## config.mk

```make
export PLATFORM = sky130hd
export DESIGN_NAME = ptr_table_read
export DESIGN_NICKNAME = d
export VERILOG_FILES = /design/src/hw/ptr_pkg.sv /design/src/hw/ptr_gpr_ram.sv /design/src/hw/ptr_pin_sync.sv /design/src/hw/ptr_table_read.sv
export SDC_FILE = /design/constraint.sdc
export NUM_CORES = 1
export LEC_CHECK = 0
export ABC_CLOCK_PERIOD_IN_PS = 6410
export BUFFER_PORTS_ARGS = -buffer_cell sky130_fd_sc_hd__buf_4
export CAP_MARGIN = 20
export CORE_MARGIN = 8
export CORE_UTILIZATION = 63
export DETAILED_ROUTE_END_ITERATION = 8
export HOLD_SLACK_MARGIN = 0.05
export PLACE_DENSITY_LB_ADDON = 0.2
export SYNTH_ARGS = -nofsm -noshare
export SYNTH_HDL_FRONTEND = slang
export SYNTH_HIERARCHICAL = 1
export SYNTH_SLANG_ARGS = --single-unit
```

## constraint.sdc

```tcl
create_clock -name core_clk -period 6.41 [get_ports core_clk]
set_clock_uncertainty 0.1 [all_clocks]
set_input_delay 0.641 -clock core_clk [delete_from_list [all_inputs] [get_ports core_clk]]
set_output_delay 0.641 -clock core_clk [all_outputs]
set_load 0.01 [all_outputs]
```

## src/hw/ptr_pkg.sv

```systemverilog
// Purpose: Shared constants and carriers for the table-read and data-memory block
// Assumes: One byte-wide data bank, 1K x 14 program memory
// Notes: Program words are 14 bits wide; upper high-byte bits read as zero
package ptr_pkg;

  localparam int PTR_PM_ADDR_W = 10;
  localparam int PTR_PM_WORD_W = 14;
  localparam int PTR_DM_ADDR_W = 8;
  localparam logic [9:0] PTR_RESET_VECTOR = 10'h000;
  localparam logic [1:0] PTR_LAST_PAGE = 2'h3;
  localparam logic [7:0] PTR_SPR_LAST = 8'h5f;
  localparam logic [7:0] PTR_GPR_FIRST = 8'h60;
  localparam logic [7:0] PTR_GPR_LAST = 8'hbf;
  localparam int PTR_GPR_DEPTH = 96;
  localparam logic [7:0] PTR_ADDR_TBLP = 8'h07;
  localparam logic [7:0] PTR_ADDR_THB = 8'h08;
  localparam logic [7:0] PTR_ADDR_TBHP = 8'h09;
  localparam logic [7:0] PTR_ZERO_BYTE = 8'h00;
  localparam int PTR_TABLE_CYCLES = 2;

  typedef struct packed {
    logic wr;
    logic rd;
    logic [7:0] addr;
    logic [7:0] wdata;
  } ptr_dm_req_type;

  typedef struct packed {
    logic start;
    logic last_page;
    logic [7:0] dest;
  } ptr_tab_req_type;

endpackage

```

## src/hw/ptr_gpr_ram.sv

```systemverilog
// Purpose: General-purpose byte RAM with registered read data
// Assumes: Index already offset from the area base
// Notes: No reset of contents, as for real RAM
`timescale 1ns/1ps
`default_nettype none
module ptr_gpr_ram
  import ptr_pkg::*;
#(
  parameter int DEPTH = PTR_GPR_DEPTH
)
(
  // Clock
  input wire logic core_clk,
  input wire logic clk_en,
  // Access
  input wire logic wr_en,
  input wire logic [6:0] idx,
  input wire logic [7:0] wdata,
  output logic [7:0] rdata
);

  initial
  begin
    if (DEPTH < 1 || DEPTH > 128)
      $error("ptr_gpr_ram: DEPTH out of range");
  end

  logic [7:0] mem_q [DEPTH];

  always_ff @(posedge core_clk)
  begin
    if (clk_en && wr_en && int'(idx) < DEPTH)
      mem_q[idx] <= wdata;
  end

  always_ff @(posedge core_clk)
  begin
    if (clk_en)
      rdata <= (int'(idx) < DEPTH) ? mem_q[idx] : PTR_ZERO_BYTE;
  end

endmodule
`default_nettype wire

```

## src/hw/ptr_pin_sync.sv

```systemverilog
// Purpose: Two-flop synchroniser for a group of pin inputs
// Assumes: Pins are asynchronous to core_clk
// Notes: First stage is read only by the second
`timescale 1ns/1ps
`default_nettype none
module ptr_pin_sync
#(
  parameter int WIDTH = 4
)
(
  // Clock
  input wire logic core_clk,
  input wire logic rst,
  input wire logic clk_en,
  // Pins
  input wire logic [WIDTH-1:0] async_in,
  output logic [WIDTH-1:0] sync_out
);

  initial
  begin
    if (WIDTH < 1)
      $error("ptr_pin_sync: WIDTH out of range");
  end

  logic [WIDTH-1:0] meta_q;

  always_ff @(posedge core_clk)
  begin
    if (rst)
    begin
      meta_q <= '0;
      sync_out <= '0;
    end
    else if (clk_en)
    begin
      meta_q <= async_in;
      sync_out <= meta_q;
    end
  end

endmodule
`default_nettype wire

```

## src/hw/ptr_table_read.sv

```systemverilog
// Purpose: Program-memory table read path and data-memory map
// Assumes: One clk_en pulse per instruction cycle; program memory read has one cycle latency
// Notes: Programming and debug protocols are outside; only pin takeover and input synchronisation are done here
//
// Functional notes
// - Program counter starts at address zero after reset
// - Outside last-page reads, both table pointers locate the fetched word
// - Low byte goes to operand data register
// - High byte captured into high-byte latch
// - Unimplemented high-byte bits read as zero
// - Last-page read uses page 300H plus low pointer
// - Table instructions take three instruction cycles
// - High-byte latch is read-only to software
// - Addresses 00H-5FH decode to special registers
// - Addresses 60H-BFH are read/write general RAM
// - Data memory is one bank of bytes
// - Programming uses one two-way data pin, external clock
// - Programming mode takes over the two port pins
// - Debug data pin two-way, debug clock input
// - Unimplemented special locations read as zero
`timescale 1ns/1ps
`default_nettype none
module ptr_table_read
  import ptr_pkg::*;
#(
  parameter int PM_ADDR_W = PTR_PM_ADDR_W,
  parameter int PM_WORD_W = PTR_PM_WORD_W
)
(
  // Clock and reset
  input wire logic core_clk,
  input wire logic rst,
  input wire logic clk_en,
  // Core program counter
  input wire logic pc_load,
  input wire logic [PM_ADDR_W-1:0] pc_load_value,
  input wire logic pc_step,
  output logic [PM_ADDR_W-1:0] pc_q,
  // Core data-memory access
  input wire ptr_dm_req_type dm_req,
  output logic [7:0] dm_rdata,
  output logic dm_rvalid,
  // Core table instructions
  input wire ptr_tab_req_type tab_req,
  output logic tab_busy,
  output logic tab_done,
  // Program memory read port
  output logic pm_rd_en,
  output logic [PM_ADDR_W-1:0] pm_addr,
  input wire logic [PM_WORD_W-1:0] pm_rdata,
  // Programming and debug pins
  input wire logic prog_mode,
  input wire logic prog_serial_data_pin_in,
  output logic prog_serial_data_pin_out,
  output logic prog_serial_data_pin_oe_n,
  input wire logic prog_serial_clock_pin_in,
  input wire logic debug_data_pin_in,
  output logic debug_data_pin_out,
  output logic debug_data_pin_oe_n,
  input wire logic debug_clock_pin_in,
  input wire logic prog_tx_bit,
  input wire logic prog_tx_drive,
  input wire logic dbg_tx_bit,
  input wire logic dbg_tx_drive,
  output logic prog_rx_bit,
  output logic prog_rx_clk,
  output logic dbg_rx_bit,
  output logic dbg_rx_clk,
  // Normal port function on the shared pins
  input wire logic port_a_bit_zero_out,
  input wire logic port_a_bit_zero_oe_n,
  input wire logic port_a_bit_two_out,
  input wire logic port_a_bit_two_oe_n,
  output logic port_a_bit_zero_out_pin,
  output logic port_a_bit_zero_oe_n_pin,
  output logic port_a_bit_two_out_pin,
  output logic port_a_bit_two_oe_n_pin
);

  initial
  begin
    if (PM_ADDR_W != 10 || PM_WORD_W < 9 || PM_WORD_W > 16)
      $error("ptr_table_read: unsupported program memory shape");
  end

  ////////////////////////////////////////////////////////////////////////
  // Program counter

  always_ff @(posedge core_clk)
  begin
    if (rst)
      pc_q <= PTR_RESET_VECTOR;
    else if (clk_en)
    begin
      if (pc_load)
        pc_q <= pc_load_value;
      else if (pc_step && !tab_busy)
        pc_q <= pc_q + 10'h001;
    end
  end

  ////////////////////////////////////////////////////////////////////////
  // Table pointers and table sequencer

  typedef enum logic [1:0] {ST_IDLE, ST_FETCH, ST_STORE} ptr_tab_state_type;

  ptr_tab_state_type state_q;
  logic [7:0] tbl_lo_q;
  logic [7:0] tbl_hi_q;
  logic [7:0] thb_q;
  logic [7:0] dest_q;
  logic last_q;
  logic tab_wr;
  logic [7:0] tab_wbyte;
  logic [7:0] hi_byte;

  always_ff @(posedge core_clk)
  begin
    if (rst)
    begin
      state_q <= ST_IDLE;
      dest_q <= PTR_ZERO_BYTE;
      last_q <= 1'b0;
    end
    else if (clk_en)
    begin
      case (state_q)
        ST_IDLE:
        begin
          if (tab_req.start)
          begin
            state_q <= ST_FETCH;
            dest_q <= tab_req.dest;
            last_q <= tab_req.last_page;
          end
        end
        ST_FETCH: state_q <= ST_STORE;
        ST_STORE: state_q <= ST_IDLE;
        default: state_q <= ST_IDLE;
      endcase
    end
  end

  // Core stalls for the two extra cycles the table read needs
  assign tab_busy = (state_q != ST_IDLE) || tab_req.start;
  assign tab_done = (state_q == ST_STORE);

  always_comb
  begin
    pm_rd_en = (state_q == ST_FETCH);
    if (last_q)
      pm_addr = {PTR_LAST_PAGE, tbl_lo_q};
    else
      pm_addr = {tbl_hi_q[1:0], tbl_lo_q};
  end

  // Upper bits of the high byte have no storage cell behind them
  always_comb
  begin
    hi_byte = PTR_ZERO_BYTE;
    hi_byte[PM_WORD_W-9:0] = pm_rdata[PM_WORD_W-1:8];
  end

  assign tab_wr = (state_q == ST_STORE);
  assign tab_wbyte = pm_rdata[7:0];

  always_ff @(posedge core_clk)
  begin
    if (rst)
      thb_q <= PTR_ZERO_BYTE;
    else if (clk_en && tab_wr)
      thb_q <= hi_byte;
  end

  ////////////////////////////////////////////////////////////////////////
  // Data-memory write path, one byte-wide bank

  logic [7:0] wr_addr;
  logic [7:0] wr_data;
  logic wr_any;
  logic is_gpr_w;

  // Table store wins the port; the core is stalled during it anyway
  always_comb
  begin
    wr_any = tab_wr || dm_req.wr;
    wr_addr = tab_wr ? dest_q : dm_req.addr;
    wr_data = tab_wr ? tab_wbyte : dm_req.wdata;
    is_gpr_w = (wr_addr >= PTR_GPR_FIRST) && (wr_addr <= PTR_GPR_LAST);
  end

  always_ff @(posedge core_clk)
  begin
    if (rst)
    begin
      tbl_lo_q <= PTR_ZERO_BYTE;
      tbl_hi_q <= PTR_ZERO_BYTE;
    end
    else if (clk_en && wr_any)
    begin
      if (wr_addr == PTR_ADDR_TBLP)
        tbl_lo_q <= wr_data;
      if (wr_addr == PTR_ADDR_TBHP)
        tbl_hi_q <= wr_data;
    end
  end

  ////////////////////////////////////////////////////////////////////////
  // Data-memory read path

  logic [7:0] ram_rdata;
  logic [6:0] ram_idx;
  logic rd_gpr_q;
  logic [7:0] spr_q;

  assign ram_idx = 7'(wr_any ? (wr_addr - PTR_GPR_FIRST) : (dm_req.addr - PTR_GPR_FIRST));

  ptr_gpr_ram #(
    .DEPTH(PTR_GPR_DEPTH)
  ) u_ram (
    .core_clk(core_clk),
    .clk_en(clk_en),
    .wr_en(wr_any && is_gpr_w),
    .idx(ram_idx),
    .wdata(wr_data),
    .rdata(ram_rdata)
  );

  always_ff @(posedge core_clk)
  begin
    if (rst)
    begin
      rd_gpr_q <= 1'b0;
      spr_q <= PTR_ZERO_BYTE;
      dm_rvalid <= 1'b0;
    end
    else if (clk_en)
    begin
      dm_rvalid <= dm_req.rd && !wr_any;
      rd_gpr_q <= (dm_req.addr >= PTR_GPR_FIRST) && (dm_req.addr <= PTR_GPR_LAST);
      if (dm_req.addr <= PTR_SPR_LAST)
      begin
        case (dm_req.addr)
          PTR_ADDR_TBLP: spr_q <= tbl_lo_q;
          PTR_ADDR_TBHP: spr_q <= tbl_hi_q;
          PTR_ADDR_THB: spr_q <= thb_q;
          default: spr_q <= PTR_ZERO_BYTE;
        endcase
      end
      else
        spr_q <= PTR_ZERO_BYTE;
    end
  end

  // Addresses above the general area read zero as well
  assign dm_rdata = rd_gpr_q ? ram_rdata : spr_q;

  ////////////////////////////////////////////////////////////////////////
  // Programming and debug pins

  logic [3:0] pin_sync;

  ptr_pin_sync #(
    .WIDTH(4)
  ) u_sync (
    .core_clk(core_clk),
    .rst(rst),
    .clk_en(clk_en),
    .async_in({debug_clock_pin_in, debug_data_pin_in,
               prog_serial_clock_pin_in, prog_serial_data_pin_in}),
    .sync_out(pin_sync)
  );

  assign prog_rx_bit = pin_sync[0];
  assign prog_rx_clk = pin_sync[1];
  assign dbg_rx_bit = pin_sync[2];
  assign dbg_rx_clk = pin_sync[3];

  // Clock pin is never driven by the device while programming
  always_comb
  begin
    if (prog_mode)
    begin
      port_a_bit_zero_out_pin = prog_tx_bit;
      port_a_bit_zero_oe_n_pin = !prog_tx_drive;
      port_a_bit_two_out_pin = 1'b0;
      port_a_bit_two_oe_n_pin = 1'b1;
    end
    else
    begin
      port_a_bit_zero_out_pin = port_a_bit_zero_out;
      port_a_bit_zero_oe_n_pin = port_a_bit_zero_oe_n;
      port_a_bit_two_out_pin = port_a_bit_two_out;
      port_a_bit_two_oe_n_pin = port_a_bit_two_oe_n;
    end
  end

  assign prog_serial_data_pin_out = port_a_bit_zero_out_pin;
  assign prog_serial_data_pin_oe_n = port_a_bit_zero_oe_n_pin;
  assign debug_data_pin_out = dbg_tx_bit;
  assign debug_data_pin_oe_n = !dbg_tx_drive;

endmodule
`default_nettype wire

```

Word level (Yosys, flattened, before mapping):

Memories as Yosys holds them, arrays and structs flattened. A register that Yosys moved wholly into a read port is not among the register bits.
Index checks and enable logic that the tools add are counted.

* register bits after elaboration: 61
* RAM bits: 768
* input port bits: 70
* word-level logic and storage cells: 71
* memories: 1

* $add $sub $neg: 3
* $lt $le $gt $ge: 6
* eq/ne operators: 8
* multiplexer cells: 17
* reduce and logical (&&, ||, !) cells: 24

Memory list
* u_ram.mem_q: words 96, width 8, rd ports 1, clocked after Yosys merged registers in 1, wr ports 1, RTL line ptr_gpr_ram.sv:28 `logic [7:0] mem_q [DEPTH];`

Operator list (number)
* 8-bit 2-to-1 mux: 4
* 10-bit 2-to-1 mux: 3
* 8-bit by 4-bit equality test with 1-bit output, second input constant: 3
* 8-bit case mux with 3 select lines: 1
* 8-bit by 3-bit equality test with 1-bit output, second input constant: 2
* 8-bit by 7-bit >= comparator with 1-bit output, second input constant: 2
* 8-bit less-or-equal comparator, second input constant: 2
* 7-bit subtractor, second input constant: 2
* 10-bit by 1-bit adder with 10-bit output, second input constant: 1
* 1-bit logical AND: 9
* 8-bit by 7-bit less-or-equal comparator with 1-bit output, second input constant: 1
* 2-bit AND reduction: 4
* 7-bit less-than comparator, second input constant: 1
* 7-bit 2-to-1 mux: 1
* 1-bit 2-to-1 mux: 6
* 1-bit zero test: 5
* 2-bit case mux with 2 select lines: 1
* 2-bit nonzero test: 2
* 3-bit AND reduction: 1
* 2-bit by 1-bit equality test with 1-bit output, second input constant: 1
* 2-bit equality test, second input constant: 1
* 2-bit zero test: 1
* 1-bit logical OR: 2
* 2-bit 2-to-1 mux: 1
* 2-bit != test, second input constant: 1

Longest topological paths before layout:

* word-level depth: 9
* mapped depth: 16
* mapped depth without buffers: 10

Cells and area by module:

Netlist, hierarchy kept.

Modules (own cells, without submodules)
* ptr_gpr_ram: instances 1, cells each 1588, area each 30499.3 sq um
* ptr_table_read: instances 1, cells each 340, area each 2876.5 sq um
* ptr_pin_sync: instances 1, cells each 26, area each 285.3 sq um

Worst setup path before layout:

Ideal clock, no wire load.

* path type: flip-flop to flip-flop
* start point: register state_q[0]
* end point: memory u_ram.mem_q[65][0], enable pin
* setup time: 383 ps
* arrival: 2951 ps
* data required time: 5927 ps
* slack: 2975 ps
* cell stages (with the launch flop): 12
* path through: dfxtp_1 nand2b_1 buf_6 buf_4 buf_2 mux2i_1 xor2_1 clkbuf_1 inv_1 nor2_1 nand4_1 nor3_1

RTL lines
* start: declaration: RTL line ptr_table_read.sv:107 `ptr_tab_state_type state_q;`
* start signal: assignment: RTL line ptr_table_read.sv:121 `state_q <= ST_IDLE;`
* start signal: assignment: RTL line ptr_table_read.sv:132 `state_q <= ST_FETCH;`
* start signal: assignment: RTL line ptr_table_read.sv:137 `ST_FETCH: state_q <= ST_STORE;`
* 2-bit equality test (*): RTL line ptr_table_read.sv:164 `assign tab_wr = (state_q == ST_STORE);`
* 8-bit 2-to-1 mux: RTL line ptr_table_read.sv:187 `wr_addr = tab_wr ? dest_q : dm_req.addr;`
* 7-bit subtractor: RTL line ptr_table_read.sv:216 `assign ram_idx = 7'(wr_any ? (wr_addr - PTR_GPR_FIRST) : (dm_req.addr - PTR_GPR_FIRST));`
* 7-bit 2-to-1 mux (*): RTL line ptr_table_read.sv:216
* via ram_idx[6]: RTL line ptr_table_read.sv:212 `logic [6:0] ram_idx;`
* 7-bit less-than comparator: RTL line ptr_gpr_ram.sv:32 `if (clk_en && wr_en && int'(idx) < DEPTH)`
* 1-bit logical AND: RTL line ptr_gpr_ram.sv:32
* 1-bit 2-to-1 mux: RTL line ptr_gpr_ram.sv:32
* 1-bit 2-to-1 mux (not written as such): RTL line ptr_gpr_ram.sv:33 `mem_q[idx] <= wdata;`
* end: declaration: RTL line ptr_gpr_ram.sv:28

Mark *: on every way through the listed nets, which the timed path passes. The rest lies on a longest branch.

Final worst setup path:

* start point: register state_q[0]
* end point: register u_ram.rdata[1] (read register of u_ram.mem_q), data pin

* cells in the longest elaborated chain, start to end: 6

RTL lines
* 2-bit equality test (*): RTL line ptr_table_read.sv:164
* 8-bit 2-to-1 mux: RTL line ptr_table_read.sv:187
* 7-bit subtractor: RTL line ptr_table_read.sv:216
* 7-bit 2-to-1 mux (*): RTL line ptr_table_read.sv:216
* via ram_idx[1]: RTL line ptr_table_read.sv:212
* 7-bit less-than comparator: RTL line ptr_gpr_ram.sv:39 `rdata <= (int'(idx) < DEPTH) ? mem_q[idx] : PTR_ZERO_BYTE;`
* 1-bit zero test (no line)
* end: declaration: RTL line ptr_gpr_ram.sv:19 `output logic [7:0] rdata`

Marks and branches as above.
A chain may end at the register's enable or synchronous reset.

==> run metrics <==
syn avg cell area 17.2 um2; startpoint type of the worst setup path flip-flop; sequential area share after synthesis 72.9%; CP Buf/Inv Count 3; wire length per cell 32.0 um; Tcrit/Tclk final 77.7%; Yosys top cell by area edfxtp_1; Min Hold Slack 156 ps; Syn Nets 2025; CTS root buffer clkbuf_16; Yosys reg bits 837; cts bufs inserted 82; clk buf depth 3; Post-synth ARST share 0%; area growth from synthesis to final layout 11.7%; largest net degree at the start of global routing 97; RSZ-0062 raised after global routing false; aggregate global-route resource usage 29.6%; CP max stage cell a2111oi_0; DRC violations left 0; TritonCTS Sinks 837; Final Max Tran Viols 0; first-pass GRT wire length 132 mm; Worst path max stage delay 800 ps; Gate Count Post-Synth 1954; proportion of layout cells with a drive suffix above 1 21.8%; setup ws final 1430 ps; H-tree depth reported by CTS 3; Resized Gates After CTS 0; final hold violations 0; Final min period 4980 ps; synth top area cells edfxtp_1, mux4_2, dfxtp_1; Die W 247 um; Top Family by Delay on Critical Path simple AND/OR/NAND/NOR gates; Register Area 24500 um2; Final Non-Filler Cells 2832; Top Ports 114; clk_lat worst skew 620 ps; placed cell areas 35000 um2; static leakage 12.3 nW; Routed Antenna Nets 0; number of setup violations in the final report 0; Post-Route WL 90.5 mm; critical path arrival 5230 ps; CP Data Required Time 6650 ps; fill count 3171; DR iter-0 viols 2984; synth warn 6; core area 52700 um2; Initial Util 63.9%; number of vias per cell 7.08; Worst slew margin 20.0%; placement row count 84; Synth Flop Type edfxtp_1; Power Density 307 nW/um2; RD Place Congestion 0.947; DP HPWL 56.3 mm; commonest non-fill, non-tap cell in the layout edfxtp_1; Die Ht 247 um; most frequent cells in the layout edfxtp_1, buf_4, nor2_1; Synth top area share 69.2%; number of setup buffers added after CTS 0; die area 61100 um2; crit path cell chain nand2b_1, buf_4, inv_4, nand2_1, nand2_4, buf_4, nand2b_1, o22ai_1, a221oi_1, nor2_1, a2111oi_0, o21ai_1; nets 2146; initial antenna violation count 3; footprint of the multi-input gates 8310 um2; IO Port Bufs 111; number of flops mapped to enable cells by yosys 776; post-synth cell types 78; design area 37600 um2; maxcap violations 0; Setup CP Type reg2reg; CTS tree done; status complete, no violations; Slew @ Worst Pin 1200 ps; vias in the first global route 19609; Worst IR Drop VDD 258 uV; gr ovfl total 0; max frequency 0.201 GHz; Initial DRT Pass Iterations 9; Worst Hold Class in2reg; clock transition at the registers of the reported paths 60 ps; TNS Setup 0 ps; dpl ws 1620 ps; dpl cells 2679; via count 20044; cell area after synthesis 33700 um2; CP Capture Type flip-flop; Worst Path Max Fanout 51; hold_buf cts 0
==> flip-flops by register name (all words and copies together) (netlist names) <==
| signal | flops |
|---|---|
| dm_rvalid | 1 |
| tbl_lo_q | 8 |
| dest_q | 8 |
| pc_q | 10 |
| rd_gpr_q | 1 |
| thb_q | 6 |
| state_q | 2 |
| u_ram/mem_q | 768 |
| u_sync/meta_q | 4 |
| u_sync/sync_out | 4 |
| spr_q | 8 |
| tbl_hi_q | 8 |
| last_q | 1 |
| u_ram/rdata | 8 |
==> logic make-up after synthesis <==
logic type	after synthesis	share of synthesized area [%]
AO/OA/AOI/OAI	358	7.74
XOR/XNOR	1	0.0260
adder cells (fa/ha/maj)	1	0.0372
buffers and inverters	139	2.55
flip-flops	837	72.9
multiplexers	256	11.9
AND/OR/NAND/NOR	362	4.88
==> synth_stat cells, types with 15 or more instances <==
cell type / instances
a211oi_1: 22
a21oi_1: 78
a221oi_1: 44
a22o_1: 39
a22oi_1: 53
buf_2: 38
buf_4: 17
buf_6: 15
clkbuf_1: 34
dfxtp_1: 61
edfxtp_1: 776
inv_1: 16
mux2_2: 38
mux2i_1: 106
mux4_2: 112
nand2_1: 105
nand3_1: 30
nor2_1: 142
nor2b_1: 19
o21ai_0: 34
o22ai_1: 17
==> where the power goes <==
part,internal [mW],switching (mW)
Sequential,6.01,0.0235
Clock,2.68,2.02
Combinational,0.278,0.555
==> routing by layer <==
layer / GRT usage, % / wire (um) / vias up / share of wire, %
li1: - / - / 8115 / -
met1: 40.4 / 33200 / 10158 / 37
met2: 45.8 / 42300 / 1481 / 47
met3: 6.77 / 10600 / 286 / 12
met4: 13.2 / 4360 / 4 / 4.8
met5: 0 / 26 / - / 0.029
==> worst paths after layout <==
check	from	to	slack [ps]	cells after the start
setup / recovery	state_q[0]	u_ram/rdata[1]	1430	12
hold / removal	debug_clock_pin_in	u_sync/meta_q[3]	160	3
setup reg to reg	state_q[0]	u_ram/rdata[1]	1430	12
hold reg to reg	dest_q[2]	dest_q[2]	360	2
==> worst reg2reg max path: cells and delay by family (launching register included) <==
kind / cells / cell delay (ps)
DFF: 1 / 350
and+or+nand+nor: 5 / 1680
buffers and inverters: 3 / 960
AOI/OAI and AO/OA: 4 / 1630
==> final cells by class <==
type | instances | share of cell area [%]
antenna | 2 | 0.0133
clock buffer | 108 | 6.08
clock inverter | 43 | 0.869
inverter | 20 | 0.220
multi-input combinational | 978 | 22.1
sequential | 837 | 65.2
tap | 688 | 2.29
timing repair buffer | 156 | 3.20
==> metrics by stage <==
stage | power, mW | utilization [%]
after floorplan | 6.64 | -
after global placement | 6.94 | 66.4
after detailed placement | 6.95 | 66.4
after CTS | 11.6 | 71.4
after global routing | 11.8 | 71.4
final | 11.6 | 71.4
Power figures use the tool's default switching activity.
